`src/sync_rx_regs.svh`:
```
`ifndef SYNC_RX_REGS_SVH
`define SYNC_RX_REGS_SVH
// ********************************
// register indexes, byte addr = 4x
// ********************************
`define IDX_IRQ_FLAGS 8'h16
`define IDX_IRQ_EN    8'h17
`define IDX_RX_STAT   8'h18
`define IDX_BAUD      8'h19
`define IDX_RX_DATA   8'h1a
`define IDX_PORT_CFG  8'h1b
// ********************************
// field positions
// ********************************
`define BIT_RX_FLAG   0
`define BIT_TX_FLAG   1
`define BIT_RX_IE     0
`define BIT_PORT_EN   7
`define BIT_NINE      6
`define BIT_SINGLE    5
`define BIT_CONT      4
`define BIT_FRAME     2
`define BIT_OVERRUN   1
`define BIT_NINTH     0
`define BIT_CLK_MSTR  7
`define BIT_SYNC_MODE 4
// ********************************
// reset values
// ********************************
`define RST_IRQ_FLAGS 8'h02
`define RST_IRQ_EN    8'h00
`define RST_RX_STAT   8'h00
`define RST_BAUD      8'h00
`define RST_PORT_CFG  8'h00
`endif

```
`src/sync_rx_pkg.sv`:
```
package sync_rx_pkg;
  // ********************************
  // receive engine states
  // ********************************
  typedef enum logic [2:0] {
    ST_IDLE = 3'b001,
    ST_HIGH = 3'b010,
    ST_LOW  = 3'b100
  } rx_state_t;

  // one queued word with its status
  typedef struct packed {
    logic       frame_err;
    logic       ninth;
    logic [7:0] data;
  } rx_word_t;

  // software controls
  typedef struct packed {
    logic       port_en;
    logic       nine_bit_mode;
    logic       single_en;
    logic       cont_en;
    logic       sync_mode;
    logic       clk_master;
    logic [7:0] irq_en;
    logic [7:0] baud;
  } rx_ctl_t;
endpackage : sync_rx_pkg

```
`src/rx_buf2.sv`:
```
`timescale 1ns/1ps
`default_nettype none
module rx_buf2 #(
  parameter int W     = 10,
  parameter int DEPTH = 2
) (
  // clock and reset
  input  wire logic         clk,
  input  wire logic         rst,
  input  wire logic         flush,
  // fill side
  input  wire logic         in_valid,
  output logic              in_ready,
  input  wire logic [W-1:0] in_data,
  // drain side
  output logic              out_valid,
  input  wire logic         out_ready,
  output logic [W-1:0]      out_data
);
  localparam int AW = (DEPTH > 1) ? $clog2(DEPTH) : 1;

  typedef struct packed {
    logic [DEPTH-1:0][W-1:0] mem;
    logic [AW-1:0]           wr;
    logic [AW-1:0]           rd;
    logic [AW:0]             cnt;
  } buf_state_t;

  buf_state_t q;
  buf_state_t d;
  logic       push;
  logic       pop;

  function automatic logic [AW-1:0] wrap(input logic [AW-1:0] p);
    wrap = (p == AW'(DEPTH - 1)) ? '0 : p + 1'b1;
  endfunction : wrap

  assign in_ready  = (q.cnt != (AW+1)'(DEPTH));
  assign out_valid = (q.cnt != '0);
  assign out_data  = q.mem[q.rd];
  assign push      = in_valid && in_ready;
  assign pop       = out_valid && out_ready;

  always_comb begin
    d = q;
    if (push) begin
      d.mem[q.wr] = in_data;
      d.wr        = wrap(q.wr);
    end
    if (pop) begin
      d.rd = wrap(q.rd);
    end
    d.cnt = q.cnt + (AW+1)'(push) - (AW+1)'(pop);
    // flush drops entries, storage keeps stale words
    if (flush) begin
      d.wr  = '0;
      d.rd  = '0;
      d.cnt = '0;
    end
  end

  always_ff @(posedge clk or posedge rst) begin
    if (rst) begin
      q <= '0;
    end else begin
      q <= d;
    end
  end
endmodule : rx_buf2
`default_nettype wire

```
`src/sync_master_receiver.sv`:
```
// Function
// - reception starts when software sets single or continuous enable with port enabled in sync clock-master mode
// - data pin is sampled at each falling edge of the serial clock
// - single enable alone takes exactly one word, then stops
// - continuous enable keeps receiving until software clears it
// - with both enables set, continuous behaviour applies
// - after the last bit the word moves into the fifo if it has room
// - a fifo load sets rx flag; interrupt only while enable bit set
// - rx flag is read-only and clears when fifo is read empty
// - fifo holds two words while a third shifts in
// - third word finishing into a full fifo sets overrun and is lost
// - overrun clears only by clearing continuous enable
// - while overrun is set no word enters the fifo
// - ninth bit is queued with its data byte
// - reading data loads ninth and framing bits of the next word
// - clearing both enables or port enable resets receive logic
`timescale 1ns/1ps
`default_nettype none
`include "sync_rx_regs.svh"
module sync_master_receiver #(
  parameter int SYNC_STAGES = 2
) (
  // system
  input  wire logic        CLK_SYS,
  input  wire logic        SYS_RST,
  // ahb-lite slave
  input  wire logic        HSEL,
  input  wire logic [31:0] HADDR,
  input  wire logic [1:0]  HTRANS,
  input  wire logic        HWRITE,
  input  wire logic [2:0]  HSIZE,
  input  wire logic [31:0] HWDATA,
  input  wire logic        HREADY,
  output logic [31:0]      HRDATA,
  output logic             HREADYOUT,
  output logic             HRESP,
  // serial link
  output logic             SCK_O,
  output logic             SCK_OE,
  input  wire logic        DT_I,
  output logic             DT_O,
  output logic             DT_OE,
  // interrupt
  output logic             RX_IRQ
);
  // ********************************
  // state
  // ********************************
  typedef struct packed {
    sync_rx_pkg::rx_ctl_t   ctl;
    sync_rx_pkg::rx_state_t st;
    logic [7:0]             baud_cnt;
    logic [3:0]             bit_cnt;
    logic [8:0]             shreg;
    logic                   overrun;
    logic [SYNC_STAGES-1:0] dt_sync;
    logic                   dph_valid;
    logic                   dph_write;
    logic                   dph_wait;
    logic [5:0]             dph_sel;
    logic [31:0]            rdata;
  } core_t;

  core_t                 q;
  core_t                 d;
  sync_rx_pkg::rx_word_t in_word;
  sync_rx_pkg::rx_word_t head;
  logic                  buf_in_valid;
  logic                  buf_in_ready;
  logic                  buf_out_valid;
  logic                  buf_pop;
  logic                  buf_flush;
  logic                  word_done;
  logic                  fall;
  logic                  addr_ok;
  logic                  running;
  logic [8:0]            sh_next;

  // one-hot select: flags, enables, status, baud, data, cfg
  function automatic logic [5:0] decode(input logic [31:0] a);
    decode = '0;
    if (a[31:10] == '0) begin
      decode[0] = (a[9:2] == `IDX_IRQ_FLAGS);
      decode[1] = (a[9:2] == `IDX_IRQ_EN);
      decode[2] = (a[9:2] == `IDX_RX_STAT);
      decode[3] = (a[9:2] == `IDX_BAUD);
      decode[4] = (a[9:2] == `IDX_RX_DATA);
      decode[5] = (a[9:2] == `IDX_PORT_CFG);
    end
  endfunction : decode

  // ********************************
  // receive fifo
  // ********************************
  rx_buf2 #(
    .W     ($bits(sync_rx_pkg::rx_word_t)),
    .DEPTH (2)
  ) u_fifo (
    .clk       (CLK_SYS),
    .rst       (SYS_RST),
    .flush     (buf_flush),
    .in_valid  (buf_in_valid),
    .in_ready  (buf_in_ready),
    .in_data   (in_word),
    .out_valid (buf_out_valid),
    .out_ready (buf_pop),
    .out_data  (head)
  );

  // ********************************
  // outputs
  // ********************************
  assign HRDATA    = q.rdata;
  assign HRESP     = 1'b0;
  // reads take one wait so a just-written register reads back fresh
  assign HREADYOUT = !(q.dph_valid && !q.dph_write && q.dph_wait);
  assign SCK_O     = (q.st == sync_rx_pkg::ST_HIGH);
  assign SCK_OE    = q.ctl.port_en && q.ctl.sync_mode && q.ctl.clk_master;
  assign DT_O      = 1'b0;
  assign DT_OE     = 1'b0;
  assign RX_IRQ    = buf_out_valid && q.ctl.irq_en[`BIT_RX_IE];
  // only port-off flushes; clearing both enables keeps queued words
  assign buf_flush = !q.ctl.port_en;
  assign addr_ok   = HSEL && HREADY && HTRANS[1];
  assign running   = q.ctl.port_en && q.ctl.sync_mode && q.ctl.clk_master
                     && (q.ctl.single_en || q.ctl.cont_en);
  assign fall      = (q.st == sync_rx_pkg::ST_HIGH) && (q.baud_cnt == q.ctl.baud);
  assign sh_next   = {q.dt_sync[SYNC_STAGES-1], q.shreg[8:1]};
  assign word_done = fall && running
                     && (q.bit_cnt == (q.ctl.nine_bit_mode ? 4'h8 : 4'h7));
  assign buf_in_valid = word_done && !q.overrun;
  assign buf_pop   = q.dph_valid && !q.dph_write && q.dph_wait && q.dph_sel[4];

  always_comb begin
    in_word           = '0;
    in_word.data      = q.ctl.nine_bit_mode ? sh_next[7:0] : sh_next[8:1];
    in_word.ninth     = q.ctl.nine_bit_mode && sh_next[8];
    in_word.frame_err = 1'b0;
  end

  // ********************************
  // next state
  // ********************************
  always_comb begin
    d         = q;
    d.dt_sync = {q.dt_sync[SYNC_STAGES-2:0], DT_I};

    // serial engine
    if (!running) begin
      // back to the power-up state so a re-enable starts clean
      d.st       = sync_rx_pkg::ST_IDLE;
      d.baud_cnt = '0;
      d.bit_cnt  = '0;
      d.shreg    = '0;
    end else begin
      unique case (q.st)
        sync_rx_pkg::ST_IDLE: begin
          d.st       = sync_rx_pkg::ST_HIGH;
          d.baud_cnt = '0;
        end
        sync_rx_pkg::ST_HIGH: begin
          d.baud_cnt = q.baud_cnt + 8'h01;
          if (fall) begin
            d.st       = sync_rx_pkg::ST_LOW;
            d.baud_cnt = '0;
            d.shreg    = sh_next;
            d.bit_cnt  = word_done ? 4'h0 : q.bit_cnt + 4'h1;
          end
        end
        sync_rx_pkg::ST_LOW: begin
          d.baud_cnt = q.baud_cnt + 8'h01;
          if (q.baud_cnt == q.ctl.baud) begin
            d.st       = sync_rx_pkg::ST_HIGH;
            d.baud_cnt = '0;
          end
        end
      endcase
    end

    // single word done: drop single enable unless continuous is on
    if (word_done && !q.ctl.cont_en) begin
      d.ctl.single_en = 1'b0;
    end

    // overrun: cleared by continuous enable low, set wins
    // kept sticky so software still sees a lost word after draining the fifo
    if (!q.ctl.cont_en) begin
      d.overrun = 1'b0;
    end
    if (word_done && !q.overrun && !buf_in_ready) begin
      d.overrun = 1'b1;
    end

    // bus write data phase
    if (q.dph_valid && q.dph_write) begin
      if (q.dph_sel[1]) begin
        d.ctl.irq_en = HWDATA[7:0];
      end
      if (q.dph_sel[2]) begin
        d.ctl.port_en       = HWDATA[`BIT_PORT_EN];
        d.ctl.nine_bit_mode = HWDATA[`BIT_NINE];
        d.ctl.single_en     = HWDATA[`BIT_SINGLE];
        d.ctl.cont_en       = HWDATA[`BIT_CONT];
      end
      if (q.dph_sel[3]) begin
        d.ctl.baud = HWDATA[7:0];
      end
      if (q.dph_sel[5]) begin
        d.ctl.clk_master = HWDATA[`BIT_CLK_MSTR];
        d.ctl.sync_mode  = HWDATA[`BIT_SYNC_MODE];
      end
    end

    // bus read: data captured in the wait cycle
    if (q.dph_valid && !q.dph_write && q.dph_wait) begin
      d.rdata = '0;
      if (q.dph_sel[0]) begin
        d.rdata[7:0]          = `RST_IRQ_FLAGS;
        d.rdata[`BIT_RX_FLAG] = buf_out_valid;
      end
      if (q.dph_sel[1]) begin
        d.rdata[7:0] = q.ctl.irq_en;
      end
      if (q.dph_sel[2]) begin
        d.rdata[`BIT_PORT_EN] = q.ctl.port_en;
        d.rdata[`BIT_NINE]    = q.ctl.nine_bit_mode;
        d.rdata[`BIT_SINGLE]  = q.ctl.single_en;
        d.rdata[`BIT_CONT]    = q.ctl.cont_en;
        d.rdata[`BIT_FRAME]   = buf_out_valid && head.frame_err;
        d.rdata[`BIT_OVERRUN] = q.overrun;
        d.rdata[`BIT_NINTH]   = buf_out_valid && head.ninth;
      end
      if (q.dph_sel[3]) begin
        d.rdata[7:0] = q.ctl.baud;
      end
      if (q.dph_sel[4]) begin
        d.rdata[7:0] = buf_out_valid ? head.data : 8'h00;
      end
      if (q.dph_sel[5]) begin
        d.rdata[`BIT_CLK_MSTR]  = q.ctl.clk_master;
        d.rdata[`BIT_SYNC_MODE] = q.ctl.sync_mode;
      end
    end

    // address phase
    if (addr_ok) begin
      d.dph_valid = 1'b1;
      d.dph_write = HWRITE;
      d.dph_wait  = !HWRITE;
      d.dph_sel   = decode(HADDR);
    end else begin
      d.dph_valid = 1'b0;
      d.dph_wait  = 1'b0;
    end
  end

  // ********************************
  // registers
  // ********************************
  always_ff @(posedge CLK_SYS or posedge SYS_RST) begin
    if (SYS_RST) begin
      q     <= '0;
      q.st  <= sync_rx_pkg::ST_IDLE;
      q.ctl <= '0;
    end else begin
      q <= d;
    end
  end

  logic [2:0] pushes;
  assign pushes = {2'b00, buf_in_valid && buf_in_ready};
endmodule : sync_master_receiver
`default_nettype wire

```
`config.mk`:
```
export PLATFORM = sky130hd
export DESIGN_NAME = sync_master_receiver
export DESIGN_NICKNAME = d
export VERILOG_FILES = /design/src/sync_rx_pkg.sv /design/src/rx_buf2.sv /design/src/sync_master_receiver.sv
export VERILOG_INCLUDE_DIRS = /design/src /design/src/src
export SDC_FILE = /design/constraint.sdc
export NUM_CORES = 1
export LEC_CHECK = 0
export BUFFER_PORTS_ARGS = -buffer_cell sky130_fd_sc_hd__buf_2
export CORE_ASPECT_RATIO = 1.2
export CORE_MARGIN = 5
export CORE_UTILIZATION = 48
export CTS_CLUSTER_SIZE = 25
export DETAILED_ROUTE_END_ITERATION = 12
export GPL_TIMING_DRIVEN = 0
export PLACE_DENSITY = 0.74
export SLEW_MARGIN = 20
export SYNTH_ARGS = -nofsm -noshare
export SYNTH_HDL_FRONTEND = slang
export SYNTH_SLANG_ARGS = --single-unit
```
`constraint.sdc`:
```
create_clock -name CLK_SYS -period 2.3 [get_ports CLK_SYS]
set_input_delay 0.115 -clock CLK_SYS [delete_from_list [all_inputs] [get_ports CLK_SYS]]
set_output_delay 0.115 -clock CLK_SYS [all_outputs]
set_load 0.1 [all_outputs]
```
==> reports/metrics.sh <==
SYNTH-EDFF-COUNT=0
PLACEABLECOREAREA_SQ_UM=9080
NETLIST_TOP_CELLS_AREA='sky130_fd_sc_hd__dfrtp_1, sky130_fd_sc_hd__mux2_2, sky130_fd_sc_hd__buf_4, sky130_fd_sc_hd__mux2i_1, sky130_fd_sc_hd__mux2_4'
MULTI_INPUT_COMBINATIONAL_CELL_AREA_SQ_UM=2090
GRT_START_MAX_NET_PINS=26
DESIGN.DIE.AREA_SQ_UM=11300
GRT_UTIL_ALL_LAYERS=0.183
NETS=575
CRITICAL_PATH.ENDPOINT_TYPE='register'
DRC=0
PLACE.GP.CONGESTION=0.808
POWER.INTERNAL_mW=2.21
DOMINANT_SYNTHESIZED_FLOP_CELL='sky130_fd_sc_hd__dfrtp_1'
INSERTION_DELAY_NS=0.36
FINALSETUPVIOLATIONS=0
SYNTH_AREA_PER_CELL_SQ_UM=11.3
FILLCELLCOUNT=755
GRT_PASS1_VIAS=3412
CORE.ROWCOUNT=38
CLOCK-SKEW-FINAL_NS=0.00695
CRITICAL_PATH.CELL_CHAIN='xor2_1 > nor4_2 > nand4_2 > or2_1 > buf_6 > mux2_4'
SYNTH.DISTINCT_CELLS=59
FINALWIRELENGTH_MM=9.85
VERT_DIE_DIM_UM=116
YS.WARNINGS.COUNT=0
DETAILROUTE.WIRELENGTH.MET3_UM=547
TIGHTESTPINTRANSITION_NS=0.715
POSTLAYOUTCELLAREA_SQ_UM=5420
NETLIST_AREA_SQ_UM=4460
PORT_BUFFERS=56
SLOWEST_STAGE='sky130_fd_sc_hd__nor4_2'
MIN_PATH_TYPE='input pin to register'
CTS_HTREE_LEVELS=3
DRV_CAP=0
DPL.HPWL_MM=7.49
CRITICAL_PATH.STARTPOINT_TYPE='register'
NUM_ANTENNA_CELLS=0
YOSYS.CELL_COUNT.TOP_TYPE='sky130_fd_sc_hd__dfrtp_1'
SYNTH_TOP_AREA_FRAC=0.482
SLEW_VIOLATIONS=0
VIAS_PER_CELL=5.22
CRITICAL_PATH_ARRIVAL_NS=2.43
PWR-SHARE-CLK=0.345
NETSWITCHINGPOWER_mW=0.804
YOSYS_REGISTER_BITS=87
PLACEMENT.CELL_AREA_SQ_UM=5130
FLOORPLAN.IO_PINS=114
LAYOUT_MIN_CYCLE_TIME_NS=2.19
SYNTHCELLS=393
OUTCOME='completed'
FIN_WS_NS=0.107
SYN_TO_FINAL_GROWTH_PCT=21.5
P_SW_FRAC=0.267
CLK_PATH_BUF_DEPTH=2
DRT-INITIAL-DRC-COUNT=155
NUMCLOCKSINKS=87
DR.MAX_LAYER_USED='met4'
CLKSLEWWORSTSETUPHOLDPATHS_NS=0.07
CTS_INSERTED_BUFFERS=9
MAX_SLEW_MARGIN=0.511
LEAKAGEPOWER_nW=2.63
COMBPWRFRAC=0.130
WL_MET1_MM=4.23
YOSYS.AREA.TOP_TYPE='sky130_fd_sc_hd__dfrtp_1'
DRIVE_GT1_FRAC=0.345
PEAKVDDDROP_mV=0.396
MAX_STAGE_DELAY_NS=0.47
CRITPATHKIND='register to register'
MET2ROUTEDLENGTH_MM=4.84
ROUTED-VIA-COUNT=3223
TIMING_HOLD_VIOLATIONS_FINAL=0
ANTENNA_FOUND_INITIAL=0
SYNTH-ASYNC-RESET-RATIO=1.00
DRT_PASS_1_ITERS=4
FF_LATCH_AREA_SQ_UM=2180
TIMING.FMAX_GHz=0.456
FIN_TOTAL_PWR_mW=3.01
INITIAL_UTILIZATION=0.491
LIST_OF_MOST_FREQUENT_POST_SYNTHESIS_CELLS='sky130_fd_sc_hd__dfrtp_1, sky130_fd_sc_hd__mux2_2, sky130_fd_sc_hd__buf_4'
FINAL_CORE_UTIL=0.597
GRT_OVERFLOW_TOTAL=0
GRT_PASS1_WL_MM=16.5
FP.DIEW_UM=98
ANT_NETS=0
POST_PLACE_SETUP_SLACK_NS=-0.146
CLOCK-ROOT-BUFFER='sky130_fd_sc_hd__clkbuf_8'
DETAIL_ROUTED_NET_LENGTH_PER_STANDARD_CELL_UM=15.9
TIMING.CRITICAL_PATH.FANOUT_MAX=9
TIMING.FINAL.CRIT_SHARE=0.953
SEQ_POWER_SHARE=0.525
WORST_EP_REQUIRED_TIME_NS=2.54
TRITONCTS_CLOCK_TREE='built'
CELLPOWERDENSITY_nW_PER_UM2=556
YOSYSSEQAREASHARE=0.488
SETUP_REPAIR_AFTER_GLOBAL_ROUTING_MISSED_ITS_MARGIN='true'
per-layer routing:
metal	GRT usage	vias to the layer above
li1	-	1543
met1	0.228	1553
met2	0.312	111
met3	0.0391	16
met4	0.0748	0
met5	0	-
registers in the layout, indices dropped and copies added, names as in the netlist:
name and flops:
q 56, u_fifo.q 22, HRDATA 8, d 1
through the flow:
stage | setup TNS, ns | hold WS (ns) | instances
2_1_floorplan | -5.35 | 0.146 | 419
3_3_place_gp | -0.754 | 0.224 | 595
3_5_place_dp | -2.24 | 0.215 | 598
4_1_cts | 0 | 0.0288 | 618
5_1_grt | -0.0291 | 0.0319 | 618
6_report | 0 | 0.0431 | 618
what timing repair did:
action | 4_1_cts | 5_1_grt
setup endpoints to repair | 18 | 20
hold endpoints to repair | 29 | 0
gates resized for setup | 2 | 2
pin swaps | 0 | 1
setup buffers | 0 | 1
hold buffers | 7 | 0
path summary, 6_finish.rpt:
path | startpoint | endpoint | slack, ns | cells after the start
setup reg to reg | q[75] | u_fifo.q[18] | 0.11 | 6
setup / recovery | q[75] | u_fifo.q[18] | 0.11 | 6
hold / removal | HADDR[2] | q[33] | 0.04 | 2
hold reg to reg | d[42] | q[42] | 0.36 | 0
max in group asynchronous | SYS_RST | q[51] | 1.25 | 5
min in group asynchronous | SYS_RST | q[56] | 0.37 | 3
worst max-delay path: cells and delay by family (launching register included):
family / cells / cell delay (ns)
flip-flops: 1 / 0.43
XOR/XNOR: 1 / 0.20
multiplexers: 1 / 0.30
buffers and inverters: 1 / 0.16
AND/OR/NAND/NOR: 3 / 0.98
kinds of logic (layout without fill, tap and decap cells):
family / Yosys count / after routing / share of synthesized area
simple gates: 106 / 106 / 0.131
mux: 68 / 68 / 0.174
compound gates: 51 / 51 / 0.0802
fa+ha+maj: 4 / 4 / 0.0112
xor+xnor: 17 / 17 / 0.0334
buf+inv: 59 / 138 / 0.0811
other cells: 1 / 27 / 0.000841
flops: 87 / 87 / 0.488
final cells by class:
type	instances	area share
Sequential cell	87	0.402
Multi-Input combinational cell	273	0.386
Timing Repair Buffer	67	0.0835
Buffer	45	0.0572
Clock buffer	12	0.0286
Tap cell	120	0.0277
Inverter	13	0.00969
Clock inverter	1	0.00554
placed cells by master (no fill, tap or decap), types with 3 or more instances in the layout:
| cell type | netlist | layout |
|---|---|---|
| sky130_fd_sc_hd__dfrtp_1 | 86 | 85 |
| sky130_fd_sc_hd__buf_2 | 1 | 58 |
| sky130_fd_sc_hd__buf_4 | 35 | 35 |
| sky130_fd_sc_hd__mux2_2 | 39 | 30 |
| sky130_fd_sc_hd__conb_1 | 1 | 27 |
| sky130_fd_sc_hd__nor2_1 | 26 | 26 |
| sky130_fd_sc_hd__mux2i_1 | 20 | 20 |
| sky130_fd_sc_hd__nand2_1 | 18 | 18 |
| sky130_fd_sc_hd__mux2_4 | 9 | 18 |
| sky130_fd_sc_hd__xor2_1 | 14 | 14 |
| sky130_fd_sc_hd__nand3_1 | 11 | 11 |
| sky130_fd_sc_hd__inv_1 | 12 | 11 |
| sky130_fd_sc_hd__o21ai_0 | 11 | 11 |
| sky130_fd_sc_hd__clkbuf_8 | 0 | 11 |
| sky130_fd_sc_hd__a21oi_1 | 10 | 10 |
| sky130_fd_sc_hd__nor2b_1 | 9 | 9 |
| sky130_fd_sc_hd__clkbuf_1 | 7 | 7 |
| sky130_fd_sc_hd__dlygate4sd3_1 | 0 | 7 |
| sky130_fd_sc_hd__nor4_1 | 8 | 6 |
| sky130_fd_sc_hd__and2_1 | 5 | 5 |
| sky130_fd_sc_hd__or3_1 | 4 | 4 |
| sky130_fd_sc_hd__nand3b_1 | 4 | 4 |
| sky130_fd_sc_hd__a32o_1 | 4 | 4 |
| sky130_fd_sc_hd__ha_1 | 4 | 4 |
| sky130_fd_sc_hd__a22o_1 | 3 | 3 |
| sky130_fd_sc_hd__o21a_1 | 3 | 3 |
| sky130_fd_sc_hd__o22a_1 | 3 | 3 |
| sky130_fd_sc_hd__xnor2_1 | 3 | 3 |
| sky130_fd_sc_hd__buf_16 | 0 | 3 |
power by group through the flow:
stage                     clock network, mW  registers, mW  logic (mW)
after global placement                    0           1.61       0.360
after CTS                              1.06           1.58       0.395
final                                  1.04           1.58       0.393
after global routing                   1.12           1.58       0.420
after detailed placement                  0           1.61       0.383
after floorplan                           0           1.60       0.304
(Power assumes the default switching activity.)
